===== config.mk =====
export PLATFORM = sky130hd
export DESIGN_NAME = gmcs_group_cfg
export DESIGN_NICKNAME = d
export VERILOG_FILES = /design/src/gmcs_pkg.sv /design/src/gmcs_triple.sv /design/src/gmcs_group_cfg.sv
export VERILOG_INCLUDE_DIRS = /design/src /design/src/src
export SDC_FILE = /design/constraint.sdc
export NUM_CORES = 1
export LEC_CHECK = 0
export ABC_AREA = 1
export ABC_CLOCK_PERIOD_IN_PS = 1300
export BUFFER_PORTS_ARGS = -buffer_cell sky130_fd_sc_hd__buf_2
export CELL_PAD_IN_SITES_DETAIL_PLACEMENT = 0
export CELL_PAD_IN_SITES_GLOBAL_PLACEMENT = 1
export CORE_ASPECT_RATIO = 0.8
export CORE_MARGIN = 2
export CORE_UTILIZATION = 37
export CTS_BUF_LIST = sky130_fd_sc_hd__clkbuf_4 sky130_fd_sc_hd__clkbuf_8
export DETAILED_ROUTE_END_ITERATION = 12
export MAX_ROUTING_LAYER = met4
export PLACE_DENSITY = 0.94
export SETUP_SLACK_MARGIN = 0.05
export SYNTH_ARGS = -nofsm -noshare
export SYNTH_HDL_FRONTEND = slang
export SYNTH_SLANG_ARGS = --single-unit
export TNS_END_PERCENT = 10

===== constraint.sdc =====
create_clock -name i_sys_clk -period 1.3 [get_ports i_sys_clk]
set_input_delay 0 -clock i_sys_clk [delete_from_list [all_inputs] [get_ports i_sys_clk]]
set_output_delay 0 -clock i_sys_clk [all_outputs]
set_load 0.05 [all_outputs]

===== src/gmcs_defs.svh =====
// Offsets, field positions and reset values of the group colour and upper
// group configuration registers. Included by the design files.
`ifndef GMCS_DEFS_SVH
`define GMCS_DEFS_SVH

`define GMCS_ADDR_W 8
`define GMCS_DATA_W 8

// Register offsets
`define GMCS_OFS_RED_MIX 8'hA8
`define GMCS_OFS_GREEN_MIX 8'hA9
`define GMCS_OFS_BLUE_MIX 8'hAA
`define GMCS_OFS_GROUP_CFG 8'hAB

// group_config_upper fields
`define GMCS_TINT_DIS_BIT 4
`define GMCS_TRIPLE_EN_MSB 3
`define GMCS_TRIPLE_EN_LSB 0
`define GMCS_NUM_TRIPLES 4

// Reset values
`define GMCS_MIX_RST 8'h00
`define GMCS_TINT_DIS_RST 1'h0
`define GMCS_TRIPLE_EN_RST 4'h0
`define GMCS_UNMAPPED_RD 8'h00

`endif


===== src/gmcs_pkg.sv =====
// Types shared by the group mode and colour select logic.
// Assumes nothing beyond a SystemVerilog compiler.
package gmcs_pkg;

  // Control mode of one triple of LED sinks
  typedef enum logic [1:0]
  {
    GMCS_MODE_MANUAL = 2'h0,
    GMCS_MODE_GROUP = 2'h1,
    GMCS_MODE_BREATH = 2'h2
  } gmcs_mode_e;

endpackage


===== src/gmcs_triple.sv =====
// One triple of LED sinks: picks its control mode and its three colour levels.
// Assumes all inputs come from logic on the same clock.
`timescale 1ns/1ps
`include "gmcs_defs.svh"

module gmcs_triple
#(
  parameter int DW = `GMCS_DATA_W
)
(
  // Clock and reset
  input wire logic i_sys_clk,
  input wire logic i_nrst,
  // Configuration
  input wire logic i_triple_en,
  input wire logic i_breath_select_bit,
  input wire logic i_shared_tint_disable,
  // Colour sources, red in the low byte
  input wire logic [3*DW-1:0] i_shared_rgb,
  input wire logic [3*DW-1:0] i_own_levels,
  // Results
  output gmcs_pkg::gmcs_mode_e o_mode,
  output logic [3*DW-1:0] o_levels
);

  gmcs_pkg::gmcs_mode_e mode_d;
  logic [3*DW-1:0] levels_d;

  always_comb
  begin
    if (!i_triple_en)
      mode_d = gmcs_pkg::GMCS_MODE_MANUAL;
    else if (i_breath_select_bit)
      mode_d = gmcs_pkg::GMCS_MODE_BREATH;
    else
      mode_d = gmcs_pkg::GMCS_MODE_GROUP;
  end

  // A triple outside group and pattern mode always keeps its own levels
  always_comb
  begin
    if (i_triple_en && !i_shared_tint_disable)
      levels_d = i_shared_rgb;
    else
      levels_d = i_own_levels;
  end

  always_ff @(posedge i_sys_clk or negedge i_nrst)
  begin
    if (!i_nrst)
      o_mode <= gmcs_pkg::GMCS_MODE_MANUAL;
    else
      o_mode <= mode_d;
  end

  always_ff @(posedge i_sys_clk or negedge i_nrst)
  begin
    if (!i_nrst)
      o_levels <= '0;
    else
      o_levels <= levels_d;
  end

endmodule // gmcs_triple


===== src/gmcs_group_cfg.sv =====
// Group configuration for LED sinks 25 to 36 and the shared group colour mix.
// Assumes an internal register port fed by the serial-bus slave on the same
// clock, and the breath select bit from the pattern configuration register.
`timescale 1ns/1ps
`include "gmcs_defs.svh"

module gmcs_group_cfg
#(
  parameter int AW = `GMCS_ADDR_W,
  parameter int DW = `GMCS_DATA_W,
  parameter int NT = `GMCS_NUM_TRIPLES
)
(
  // Clock and reset
  input wire logic i_sys_clk,
  input wire logic i_nrst,
  // Register port
  input wire logic [AW-1:0] i_reg_addr,
  input wire logic i_reg_wr,
  input wire logic [DW-1:0] i_reg_wdata,
  input wire logic i_reg_rd,
  output logic [DW-1:0] o_reg_rdata,
  output logic o_reg_rvalid,
  // Pattern configuration held elsewhere
  input wire logic i_breath_select_bit,
  // Per-channel colour levels of sinks 25 to 36, sink 25 in the low byte
  input wire logic [3*NT*DW-1:0] i_chan_level,
  // Configuration views
  output logic [NT-1:0] o_triple_mode_enable,
  output logic o_shared_tint_disable,
  // Per-triple mode and per-channel colour in use
  output gmcs_pkg::gmcs_mode_e o_triple_mode [NT],
  output logic [3*NT*DW-1:0] o_chan_tint
);

  // Stored register fields
  logic [DW-1:0] red_mix_q;
  logic [DW-1:0] green_mix_q;
  logic [DW-1:0] blue_mix_q;
  logic [NT-1:0] triple_en_q;
  logic tint_dis_q;

  // One write strobe per register
  logic red_we;
  logic green_we;
  logic blue_we;
  logic cfg_we;

  // Read word, and the shared mix as one bus
  logic [DW-1:0] rdata_d;
  logic [3*DW-1:0] shared_rgb;

  function automatic logic hit(input logic [AW-1:0] addr, input logic [AW-1:0] ofs);
    hit = (addr == ofs);
  endfunction

  // Reserved bits of the configuration word always read zero
  function automatic logic [DW-1:0] cfg_word(input logic dis, input logic [NT-1:0] en);
    logic [DW-1:0] word;
    word = '0;
    word[`GMCS_TINT_DIS_BIT] = dis;
    word[`GMCS_TRIPLE_EN_MSB:`GMCS_TRIPLE_EN_LSB] = en;
    cfg_word = word;
  endfunction

  // Exact address decode: a write to any other address is dropped
  always_comb
  begin
    red_we = i_reg_wr && hit(i_reg_addr, `GMCS_OFS_RED_MIX);
    green_we = i_reg_wr && hit(i_reg_addr, `GMCS_OFS_GREEN_MIX);
    blue_we = i_reg_wr && hit(i_reg_addr, `GMCS_OFS_BLUE_MIX);
    cfg_we = i_reg_wr && hit(i_reg_addr, `GMCS_OFS_GROUP_CFG);
  end

  always_ff @(posedge i_sys_clk or negedge i_nrst)
  begin
    if (!i_nrst)
    begin
      red_mix_q <= `GMCS_MIX_RST;
    end
    else if (red_we)
    begin
      red_mix_q <= i_reg_wdata;
    end
  end

  always_ff @(posedge i_sys_clk or negedge i_nrst)
  begin
    if (!i_nrst)
    begin
      green_mix_q <= `GMCS_MIX_RST;
    end
    else if (green_we)
    begin
      green_mix_q <= i_reg_wdata;
    end
  end

  always_ff @(posedge i_sys_clk or negedge i_nrst)
  begin
    if (!i_nrst)
    begin
      blue_mix_q <= `GMCS_MIX_RST;
    end
    else if (blue_we)
    begin
      blue_mix_q <= i_reg_wdata;
    end
  end

  // Reserved bits 7:5 are not stored, so a write to them has no effect
  always_ff @(posedge i_sys_clk or negedge i_nrst)
  begin
    if (!i_nrst)
    begin
      triple_en_q <= `GMCS_TRIPLE_EN_RST;
    end
    else if (cfg_we)
    begin
      triple_en_q <= i_reg_wdata[`GMCS_TRIPLE_EN_MSB:`GMCS_TRIPLE_EN_LSB];
    end
  end

  always_ff @(posedge i_sys_clk or negedge i_nrst)
  begin
    if (!i_nrst)
    begin
      tint_dis_q <= `GMCS_TINT_DIS_RST;
    end
    else if (cfg_we)
    begin
      tint_dis_q <= i_reg_wdata[`GMCS_TINT_DIS_BIT];
    end
  end

  always_comb
  begin
    rdata_d = `GMCS_UNMAPPED_RD;
    case (i_reg_addr)
      `GMCS_OFS_RED_MIX: rdata_d = red_mix_q;
      `GMCS_OFS_GREEN_MIX: rdata_d = green_mix_q;
      `GMCS_OFS_BLUE_MIX: rdata_d = blue_mix_q;
      `GMCS_OFS_GROUP_CFG: rdata_d = cfg_word(tint_dis_q, triple_en_q);
      default: rdata_d = `GMCS_UNMAPPED_RD;
    endcase
  end

  // Read data is held until the next read so the bus slave may sample late
  always_ff @(posedge i_sys_clk or negedge i_nrst)
  begin
    if (!i_nrst)
    begin
      o_reg_rdata <= '0;
    end
    else if (i_reg_rd)
    begin
      o_reg_rdata <= rdata_d;
    end
  end

  always_ff @(posedge i_sys_clk or negedge i_nrst)
  begin
    if (!i_nrst)
    begin
      o_reg_rvalid <= 1'h0;
    end
    else
    begin
      o_reg_rvalid <= i_reg_rd;
    end
  end

  always_ff @(posedge i_sys_clk or negedge i_nrst)
  begin
    if (!i_nrst)
    begin
      o_triple_mode_enable <= '0;
    end
    else
    begin
      o_triple_mode_enable <= triple_en_q;
    end
  end

  always_ff @(posedge i_sys_clk or negedge i_nrst)
  begin
    if (!i_nrst)
    begin
      o_shared_tint_disable <= 1'h0;
    end
    else
    begin
      o_shared_tint_disable <= tint_dis_q;
    end
  end

  // Red sits in the low byte, so it lands on the lowest sink of a triple
  assign shared_rgb = {blue_mix_q, green_mix_q, red_mix_q};

  // Each triple reacts directly to the stored bits: no commit write needed
  for (genvar t = 0; t < NT; t++)
  begin : g_triple
    gmcs_triple #(.DW(DW)) gmcs_triple_i
    (
      .i_sys_clk(i_sys_clk),
      .i_nrst(i_nrst),
      .i_triple_en(triple_en_q[t]),
      .i_breath_select_bit(i_breath_select_bit),
      .i_shared_tint_disable(tint_dis_q),
      .i_shared_rgb(shared_rgb),
      .i_own_levels(i_chan_level[t*3*DW +: 3*DW]),
      .o_mode(o_triple_mode[t]),
      .o_levels(o_chan_tint[t*3*DW +: 3*DW])
    );
  end

endmodule // gmcs_group_cfg


==> impl_metrics.tcl, run 1 <==
set metrics [dict create \
    avgViaCountPerCell 4.72 \
    clk_pin_slew_ns 0.09 \
    dieArea_mm2 0.0163 \
    p_clk_frac 0.320 \
    ys_warn_count 0 \
    p_leak_nw 4.56 \
    peakVddDrop_mv 1.05 \
    area_growth_syn_to_layout_pct 52.4 \
    hold_class "in2reg" \
    cp-end-kind "flip-flop" \
    cp_data_arrival_time_ns 1.50 \
    status "finished, final reports clean" \
    powerDensity_mw_per_mm2 1350 \
    yosysSeqAreaShare 0.649 \
    netlist_area_mm2 0.00567 \
    fin_nets 1029 \
    avgSynthCellArea_um2 10.1 \
    gp_congestion 0.842 \
    drc 0 \
    fp.dieH_um 115 \
    drt_pass1_iterations 5 \
    max_freq_mhz 850 \
    syn_inst 561 \
    finalCriticalPeriod_ns 1.18 \
    cp.required_ns 1.63 \
    critical_path.cell_chain "inv_2 -> nand2_1 -> buf_4 -> nand2_1 -> o21ai_0" \
    routedWlPerCell_um 16.7 \
    drive_gt1_frac 0.339 \
    htreeDepth 4 \
    num_io_pins 235 \
    die_w_um 142 \
    cp_max_fo 12 \
    final_util 0.575 \
    cts_setup_buffers 0 \
    drv_cap 0 \
    antenna_found_initial 1 \
    p_sw_frac 0.340 \
    cts.sinks 147 \
    clockBufferDepth 2 \
    overflow 0 \
    combPwrFrac 0.243 \
    maxSlewViolCount 0 \
    hold_viol 0 \
    dp_cells 973 \
    insertion_delay_ns 0.45 \
    start_util 0.377 \
    numCtsBuffers 17 \
    grt_pass1_vias 5458 \
    dp_hpwl_um 12100 \
    grt_max_degree 49 \
    fillCellCount 1259 \
    yosysUniqueCellTypes 19 \
    core_mm2 0.0150 \
    grt_pass1_wl_um 28300 \
    path_class "reg2reg" \
    drtAntennaViolNets 0 \
    vias 5257 \
    worst_clock_skew_ns 0.0106 \
    cp_slowest_stage_delay_ns 0.40 \
    port-buffer-count 234 \
    power_mw 11.7 \
    gr-usage-all-layers 0.239 \
    finalCritPeriodShare 0.905 \
    synth-seq-cells 147 \
    rsz0062_at_grt "true" \
    cpMostUsedCell "nand2_1" \
    cts_tree "yes" \
    p_sw_mw 3.97 \
    worstMarginPinSlew_ns 0.335 \
    drt_iter0_drc 343 \
    final_cells 1114 \
    row_count 40 \
    start_kind "flip-flop" \
    intPower_mw 7.69 \
    syn_nets 678 \
    max-slew-margin-rel 0.777 \
    setup_violations 0 \
    final.setup.tns_ns 0 \
    wl_um 18600 \
    cp_slowest_cell "dfrtp_1" \
    cts-root-buf "clkbuf_8" \
    pwr-share-seq 0.437 \
]
## per-stage QoR
| step | hold WS (ns) | setup slack (ns) | area (µm²) |
|---|---|---|---|
| after global placement | -0.0828 | 0.0534 | 7120 |
| after detailed placement | -0.0876 | -0.0105 | 7120 |
| final | 0.0814 | 0.123 | 8630 |
| after CTS | 0.0586 | 0.0461 | 8620 |
| after global routing | 0.0788 | 0.0426 | 8630 |
| after floorplan | -0.296 | 0.191 | 5670 |
## cells in the mapped netlist
cell type | n | area [µm²]
nor2_8 | 4 | 80.1
dfrtp_1 | 147 | 3680
inv_2 | 3 | 11.3
nand3_4 | 1 | 17.5
o21ai_1 | 24 | 120
inv_1 | 37 | 139
o21ai_2 | 2 | 17.5
nor2_2 | 3 | 18.8
clkbuf_1 | 9 | 33.8
nand2_1 | 159 | 597
nand2_4 | 3 | 33.8
buf_2 | 12 | 60.1
nand3_1 | 26 | 130
buf_6 | 6 | 67.6
nor2_1 | 13 | 48.8
o21ai_0 | 99 | 495
nor2_4 | 3 | 33.8
nand2_2 | 2 | 12.5
a21oi_2 | 8 | 70.1
## sequential cells by signal, summed over array words and instances, names as in the netlist
register	count
blue_mix_q	8
g_triple.gmcs_triple_i.o_levels	96
g_triple.gmcs_triple_i.o_mode	8
green_mix_q	8
o_reg_rdata	8
o_reg_rvalid	1
o_shared_tint_disable	1
o_triple_mode_enable	4
red_mix_q	8
tint_dis_q	1
triple_en_q	4
## layout make-up
cell class              instances  area (µm²)  area share
diodes                          1        2.50    0.000290
flip-flops and latches        147        3680       0.426
well taps                     189         236      0.0274
multi-input cells             347        1680       0.195
clock buffers                  18         248      0.0287
repair buffers                359        2480       0.287
inverters                      40         150      0.0174
clock inverters                13         161      0.0187
## power groups by stage
| stage | sequential (mW) | clock [mW] | combinational, mW |
|---|---|---|---|
| after detailed placement | 5.17 | 0 | 2.54 |
| after global routing | 5.13 | 4.01 | 3.01 |
| final | 5.09 | 3.73 | 2.83 |
| after global placement | 5.16 | 0 | 2.53 |
| after floorplan | 6.32 | 0 | 0.493 |
| after CTS | 5.09 | 3.81 | 2.80 |
## routing by layer
layer | vias to the layer above | track usage | routed length, µm
met5 | - | - | 0
met4 | 0 | 0.0865 | 429
met3 | 32 | 0.0678 | 1490
met2 | 262 | 0.382 | 8860
met1 | 2459 | 0.294 | 7820
li1 | 2504 | - | -
## final timing paths
kind,endpoint,from,slack [ns],cells after the start
worst max-delay path,g_triple[1].gmcs_triple_i.o_levels[18]$_DFF_PN0_,tint_dis_q$_DFFE_PN0P_,0.12,5
worst min-delay path,triple_en_q[2]$_DFFE_PN0P_,i_reg_addr[0],0.08,7
worst max register to register,g_triple[1].gmcs_triple_i.o_levels[18]$_DFF_PN0_,tint_dis_q$_DFFE_PN0P_,0.12,5
worst min register to register,o_shared_tint_disable$_DFF_PN0_,tint_dis_q$_DFFE_PN0P_,0.42,0
max in group asynchronous,o_triple_mode_enable[1]$_DFF_PN0_,i_nrst,0.18,4
min in group asynchronous,g_triple[2].gmcs_triple_i.o_levels[2]$_DFF_PN0_,i_nrst,0.56,3
## logic make-up (layout without fill, tap and decap cells)
family                 Yosys count  in the layout  synth area share
AOI/OAI and AO/OA              133            133             0.124
buffers and inverters           67            430            0.0550
DFF                            147            147             0.649
other                            0              1                 0
and+or+nand+nor                214            214             0.172
## layout by cell type, fill, tap and decap left out
| master | Yosys | routed |
|---|---|---|
| buf_12 | 0 | 7 |
| nor2_4 | 3 | 3 |
| o21ai_1 | 24 | 24 |
| nand2_4 | 3 | 3 |
| dlygate4sd3_1 | 0 | 109 |
| a21oi_2 | 8 | 8 |
| o21ai_0 | 99 | 99 |
| bufinv_16 | 0 | 3 |
| o21ai_2 | 2 | 2 |
| nand3_4 | 1 | 1 |
| buf_4 | 0 | 9 |
| clkinvlp_4 | 0 | 4 |
| inv_1 | 37 | 36 |
| clkbuf_8 | 0 | 18 |
| dfrtp_1 | 147 | 147 |
| nor2_8 | 4 | 4 |
| nand2_1 | 159 | 157 |
| inv_2 | 3 | 4 |
| nor2_1 | 13 | 13 |
| nor2_2 | 3 | 3 |
| clkinv_2 | 0 | 3 |
| buf_6 | 6 | 1 |
| clkinv_4 | 0 | 3 |
| buf_2 | 12 | 233 |
| diode_2 | 0 | 1 |
| nand3_1 | 26 | 26 |
| nand2_2 | 2 | 4 |
## worst max-delay path: cells and delay by family (launching register included)
kind / cells / cell delay, ns
buffers and inverters: 2 / 0.32
AND/OR/NAND/NOR: 2 / 0.23
flip-flops: 1 / 0.40
AO/OA/AOI/OAI: 1 / 0.09
## what timing repair did
item,in CTS,in global routing
hold buffers,109,0
endpoints found under the setup margin,24,53
gates resized for setup,1,4
endpoints found under the hold margin,289,0
Power figures use the tool's default switching activity.
==> run 2: changes to the inputs <==
- ABC_AREA: 1 -> default
- CORE_UTILIZATION: 37 -> 39
- PLACE_DENSITY: 0.94 -> 0.92
==> run 2 against run 1 <==
The run now ends with negative setup slack left. Global-route usage up 0.21 points. Setup slack got worse by 0.18 ns. First-iteration DRC count fell by 52%. Synthesized cell count down 41%. Sequential share of layout area down 1.8 points. Final area grew 4.7%. Non-clock buffer count grew 33. Sequential power fell by 4.1%. Clock skew up 0.0039 ns. Flip-flop and latch count unchanged. Critical path type unchanged. Largest power group unchanged.
==> impl_metrics.tcl, run 2 <==
set metrics [dict create \
    status "finished with violations" \
    violations "negative setup slack" \
    final_area_mm2 0.00903 \
    met1_usage 0.286 \
    gr-usage-all-layers 0.242 \
    yosysUniqueCellTypes 23 \
    grt.busiest_layer "met2" \
    hold_ws_ns 0.0613 \
    max-slew-margin-rel 0.707 \
    antenna_found_initial 1 \
    use_met2 0.409 \
    cts_tree "yes" \
    max_freq_mhz 739 \
    grt_pass1_vias 4850 \
    fin_nets 845 \
    clk_pin_slew_ns 0.07 \
    synthSimpleGateAreaFrac 0.0321 \
    critical_path.cell_chain "nor2b_4 -> buf_12 -> clkbuf_16 -> mux2_4" \
    async_reset_ff_frac 1.00 \
    cp_slowest_stage_delay_ns 0.47 \
    start_util 0.394 \
    cp-end-kind "flip-flop" \
    peakVddDrop_mv 0.726 \
    row_count 39 \
    rsz0062_at_grt "true" \
    fillCellCount 1062 \
    setup_violations 30 \
    drtAntennaViolNets 0 \
    synth_edf_count 0 \
    synth-xor-area-share 0 \
    final_cell_mix "233 x buf_2, 142 x dfrtp_1, 107 x dlygate4sd3_1, 101 x mux2_2, 38 x buf_4" \
    insertion_delay_ns 0.44 \
    cp_max_fo 7 \
    wl_um 17500 \
    avgSynthCellArea_um2 16.8 \
    gp_congestion 0.842 \
    final_common_cell "buf_2" \
    dp_worst_setup_slack_ns -0.0734 \
    overflow 0 \
    cts-root-buf "clkbuf_8" \
    finalCritPeriodShare 1.04 \
    avgViaCountPerCell 4.76 \
    vias 4400 \
    dp_hpwl_um 11700 \
    cp_data_arrival_time_ns 1.66 \
    ys_warn_count 0 \
    maxSlewViolCount 0 \
    worst_clock_skew_ns 0.0145 \
    synthFlopType "dfrtp_1" \
    place_area_mm2 0.00742 \
    grt_max_degree 46 \
    hold_viol 0 \
    drc 0 \
    netlist_area_mm2 0.00558 \
    synth_fa_ha_area_frac 0 \
    drt_iter0_drc 166 \
    synth_top_family_by_area "multiplexers" \
    synth-seq-cells 147 \
    drive_gt1_frac 0.617 \
    port-buffer-count 234 \
    largest_reg_flops 96 \
    powerDensity_mw_per_mm2 1140 \
    path_class "reg2reg" \
    area_growth_syn_to_layout_pct 61.9 \
    grt.met3_usage 0.0590 \
    finalCriticalPeriod_ns 1.35 \
    syn_nets 449 \
    synth_top_area_share 0.659 \
    numCtsBuffers 17 \
    cts.sinks 147 \
    syn_inst 332 \
    yosysSeqAreaShare 0.659 \
    start_kind "flip-flop" \
    die_w_um 138 \
    cp_slowest_cell "dfrtp_2" \
    final.setup.tns_ns -0.693 \
    multiInputGateArea_mm2 0.00193 \
    core_mm2 0.0142 \
    fp.dieH_um 111 \
    synth.area.top_cells "dfrtp_1 66%, mux2_2 25%, mux4_2 2.0%, a22o_1 1.3%, buf_2 0.90%" \
    routedWlPerCell_um 18.9 \
    worstMarginPinSlew_ns 0.440 \
    synth-compound-area-share 0.0173 \
    drt_pass1_iterations 4 \
    num_io_pins 235 \
    yosysMostFrequentCell "dfrtp_1" \
    drv_cap 0 \
    yosys.area.top_type "dfrtp_1" \
    p_leak_nw 4.52 \
    yosys-top-cells-count "147 x dfrtp_1, 125 x mux2_2, 10 x buf_2" \
    dieArea_mm2 0.0153 \
    grt_pass1_wl_um 26300 \
    htreeDepth 4 \
    cp.required_ns 1.61 \
    hold_class "in2async" \
    muxShareOfSynthArea 0.278 \
    power_mw 10.3 \
    timing.final.ws_setup_ns -0.0525 \
    clockBufferDepth 2 \
    regArea_mm2 0.00368 \
    regMostFlops "g_triple.gmcs_triple_i.o_levels" \
]
## run 2: cell types whose count changed in the layout (fill, tap and decap cells not counted), moves of 24 or more
cell	before	now
mux2_4	0	24
o21ai_0	99	0
mux2_2	0	101
nand2_1	157	1
nand3_1	26	1
buf_4	9	38
o21ai_1	24	0
inv_1	36	0
## run 2: cell families after synthesis
logic type             after synthesis
DFF                                147
buffers and inverters               16
muxes                              133
AOI/OAI and AO/OA                   11
and+or+nand+nor                     25
## run 2: final cells by class
class	instances	area share
Antenna cell	1	0.000277
Clock buffer	24	0.0331
Clock inverter	6	0.00886
Inverter	1	0.000415
Multi-Input combinational cell	169	0.214
Sequential cell	147	0.408
Tap cell	184	0.0255
Timing Repair Buffer	392	0.310
## run 2: per-layer routing
layer	up-vias	routed length, µm
met5	-	0
met2	169	9020
met3	19	985
met1	2236	7260
met4	0	248
li1	1976	-
## run 2: report_power, final
| group | internal [mW] | leakage, nW | switching (mW) | total, mW |
|---|---|---|---|---|
| clock | 1.88 | 0.204 | 1.53 | 3.41 |
| sequential | 4.78 | 1.81 | 0.101 | 4.88 |
| combinational | 0.883 | 2.50 | 1.15 | 2.04 |
| total | 7.55 | 4.52 | 2.79 | 10.3 |
## run 2: worst max-delay path, delay by kind of cell, from the launching register on
| family | cells | cell delay, ns |
|---|---|---|
| muxes | 1 | 0.30 |
| buffers and inverters | 2 | 0.31 |
| DFF | 1 | 0.47 |
| and+or+nand+nor | 1 | 0.15 |
## run 2: what timing repair did
| action | in CTS | in global routing |
|---|---|---|
| setup buffers | 0 | 1 |
| resized for setup | 21 | 6 |
| endpoints found under the setup margin | 99 | 101 |
| pin swaps | 1 | 4 |
| hold buffers | 107 | 0 |
| cloned | 0 | 2 |
| hold endpoints to repair | 281 | 0 |
## run 2: final timing paths
check	depth (start not counted)	to	start	slack (ns)
worst max register to register	4	g_triple[0].gmcs_triple_i.o_levels[22]$_DFF_PN0_	tint_dis_q$_DFFE_PN0P_	-0.05
worst min-delay path	2	g_triple[2].gmcs_triple_i.o_levels[23]$_DFF_PN0_	i_nrst	0.06
max in group asynchronous	3	green_mix_q[2]$_DFFE_PN0P_	i_nrst	0.62
worst min register to register	0	o_shared_tint_disable$_DFF_PN0_	tint_dis_q$_DFFE_PN0P_	0.51
worst max-delay path	4	g_triple[0].gmcs_triple_i.o_levels[22]$_DFF_PN0_	tint_dis_q$_DFFE_PN0P_	-0.05
min in group i_sys_clk	3	o_reg_rdata[7]$_DFFE_PN0P_	i_reg_addr[0]	0.09
## run 2: per-stage QoR
stage | std cells | util
floorplan | 332 | -
global placement | 783 | 0.525
detailed placement | 783 | 0.525
CTS | 920 | 0.632
global route | 924 | 0.638
finish | 924 | 0.638
==> run 3: changes to the inputs <==
- SETUP_SLACK_MARGIN: 0.05 -> 0.2
==> run 3 against run 2 <==
The run still ends with negative setup slack left. Combinational power rose by 3%. Clock power rose by 7.0%. Critical path depth rose by 1. Largest power group unchanged. Power rose by 2.8%. Die area did not move. Critical path type unchanged. Via count rose by 0.11%. First-iteration DRC count fell by 22%.
==> impl_metrics.tcl, run 3 (synthesis gave the netlist of run 2 again) <==
set metrics [dict create \
    status "finished with violations" \
    violations "negative setup slack" \
    rsz0062_at_grt "true" \
    row_count 39 \
    top_layer_used "met4" \
    cp-startpoint "tint_dis_q$_DFFE_PN0P_" \
    wl_um 17300 \
    max_freq_mhz 746 \
    antenna_found_initial 0 \
    cts-root-buf "clkbuf_8" \
    routedWlPerCell_um 18.7 \
    cpMostUsedCell "buf_6" \
    maxSlewViolCount 0 \
    drt_pass1_iterations 4 \
    cp_slowest_stage_delay_ns 0.43 \
    cp_max_fo 7 \
    drt_iter0_drc 129 \
    fin_nets 845 \
    path_class "reg2reg" \
    wl_met3_um 869 \
    port-buffer-count 234 \
    cp_data_arrival_time_ns 1.66 \
    area_growth_syn_to_layout_pct 66.0 \
    grt_max_degree 46 \
    drive_gt1_frac 0.617 \
    worst_clock_skew_ns 0.00645 \
    dp_hpwl_um 11400 \
    cp.required_ns 1.62 \
    vias 4405 \
    finalCritPeriodShare 1.03 \
    die_w_um 138 \
    drc 0 \
    setup_violations 24 \
    largest_reg_flops 96 \
    power_mw 10.6 \
    r2r-start "tint_dis_q$_DFFE_PN0P_" \
    final_common_cell "buf_2" \
    gp_congestion 0.806 \
    dieArea_mm2 0.0153 \
    wl_met1_um 7320 \
    regArea_mm2 0.00368 \
    regMostFlops "g_triple.gmcs_triple_i.o_levels" \
    cp_slowest_cell "dfrtp_2" \
    drv_cap 0 \
    grt_pass1_wl_um 26400 \
    htreeDepth 4 \
    avgViaCountPerCell 4.76 \
    wl_met2_um 8770 \
    max-slew-margin-rel 0.682 \
    timing.final.ws_setup_ns -0.0396 \
    num_io_pins 235 \
    multiInputGateArea_mm2 0.00197 \
    fp.dieH_um 111 \
    gr-usage-all-layers 0.242 \
    hold_ws_ns 0.0668 \
    numCtsBuffers 17 \
    core_mm2 0.0142 \
    n_antenna_cell 0 \
    drtAntennaViolNets 0 \
    p_leak_nw 4.61 \
    clockBufferDepth 2 \
    powerDensity_mw_per_mm2 1150 \
    start_kind "flip-flop" \
    final_cell_mix "201 x buf_2, 143 x dfrtp_1, 107 x dlygate4sd3_1, 94 x mux2_2, 36 x buf_4" \
    fillCellCount 1026 \
    worstMarginPinSlew_ns 0.477 \
    finalCriticalPeriod_ns 1.34 \
    start_util 0.394 \
    clk_pin_slew_ns 0.08 \
    peakVddDrop_mv 0.629 \
    cp-end-kind "flip-flop" \
    grt_pass1_vias 4967 \
    cts_tree "yes" \
    cts.sinks 147 \
    hold_class "in2async" \
    hold_viol 0 \
    overflow 0 \
    insertion_delay_ns 0.44 \
    critical_path.cell_chain "nor2b_4 -> buf_6 -> buf_6 -> buf_12 -> mux2_4" \
]
## run 3: cell types whose count changed in the layout (fill, tap and decap cells not counted), moves of 3 or more
cell,change
buf_2,-32
buf_6,+10
clkbuf_4,+16
clkbuf_8,+4
mux2_2,-7
mux2_4,+7
nand2b_2,-3
nand2b_4,+3
## run 3: layer usage
layer | global-route usage | up-vias
li1 | - | 1982
met1 | 0.294 | 2232
met2 | 0.397 | 167
met3 | 0.0585 | 24
met4 | 0.0769 | 0
met5 | - | -
## run 3: layout make-up
class,count,share of cell area
flip-flops and latches,147,0.398
well taps,184,0.0249
inverters,1,0.000405
clock buffers,23,0.0342
repair buffers,392,0.319
multi-input cells,169,0.213
clock inverters,9,0.0107
## run 3: through the flow
stage / std cells / setup TNS (ns) / util / instance area (µm²) / worst slack [ns]
2_1_floorplan: 332 / 0 / - / 5640 / 0.0500
3_3_place_gp: 778 / -3.82 / 0.521 / 7370 / -0.0671
3_5_place_dp: 778 / -6.59 / 0.521 / 7370 / -0.101
4_1_cts: 925 / -0.195 / 0.649 / 9180 / -0.0225
5_1_grt: 925 / -2.43 / 0.655 / 9260 / -0.0718
6_report: 925 / -0.353 / 0.655 / 9260 / -0.0396
## run 3: where the power goes
group	switching [mW]	internal (mW)	total [mW]	leakage, nW
sequential	0.0968	4.78	4.88	1.82
combinational	1.16	0.934	2.10	2.57
clock	1.65	2.00	3.65	0.222
## run 3: what timing repair did
item	in CTS	in global routing
endpoints found under the hold margin	281	0
pin swaps	5	4
setup endpoints to repair	110	128
resized for setup	60	34
hold buffers	107	0
cloned	3	0
setup buffers	5	0
## run 3: path summary, 6_finish.rpt
check / endpoint / slack, ns / cells after the start
setup reg to reg: g_triple[0].gmcs_triple_i.o_levels[2]$_DFF_PN0_ / -0.04 / 5
setup / recovery: g_triple[0].gmcs_triple_i.o_levels[2]$_DFF_PN0_ / -0.04 / 5
min in group i_sys_clk: green_mix_q[1]$_DFFE_PN0P_ / 0.14 / 4
hold / removal: g_triple[3].gmcs_triple_i.o_levels[1]$_DFF_PN0_ / 0.07 / 2
max in group asynchronous: g_triple[0].gmcs_triple_i.o_levels[10]$_DFF_PN0_ / 0.64 / 3
hold reg to reg: o_triple_mode_enable[2]$_DFF_PN0_ / 0.47 / 0
## run 3: worst max-delay path, delay by kind of cell, from the launching register on
family,cells,cell delay [ns]
buffers and inverters,3,0.34
DFF,1,0.43
and+or+nand+nor,1,0.13
muxes,1,0.31
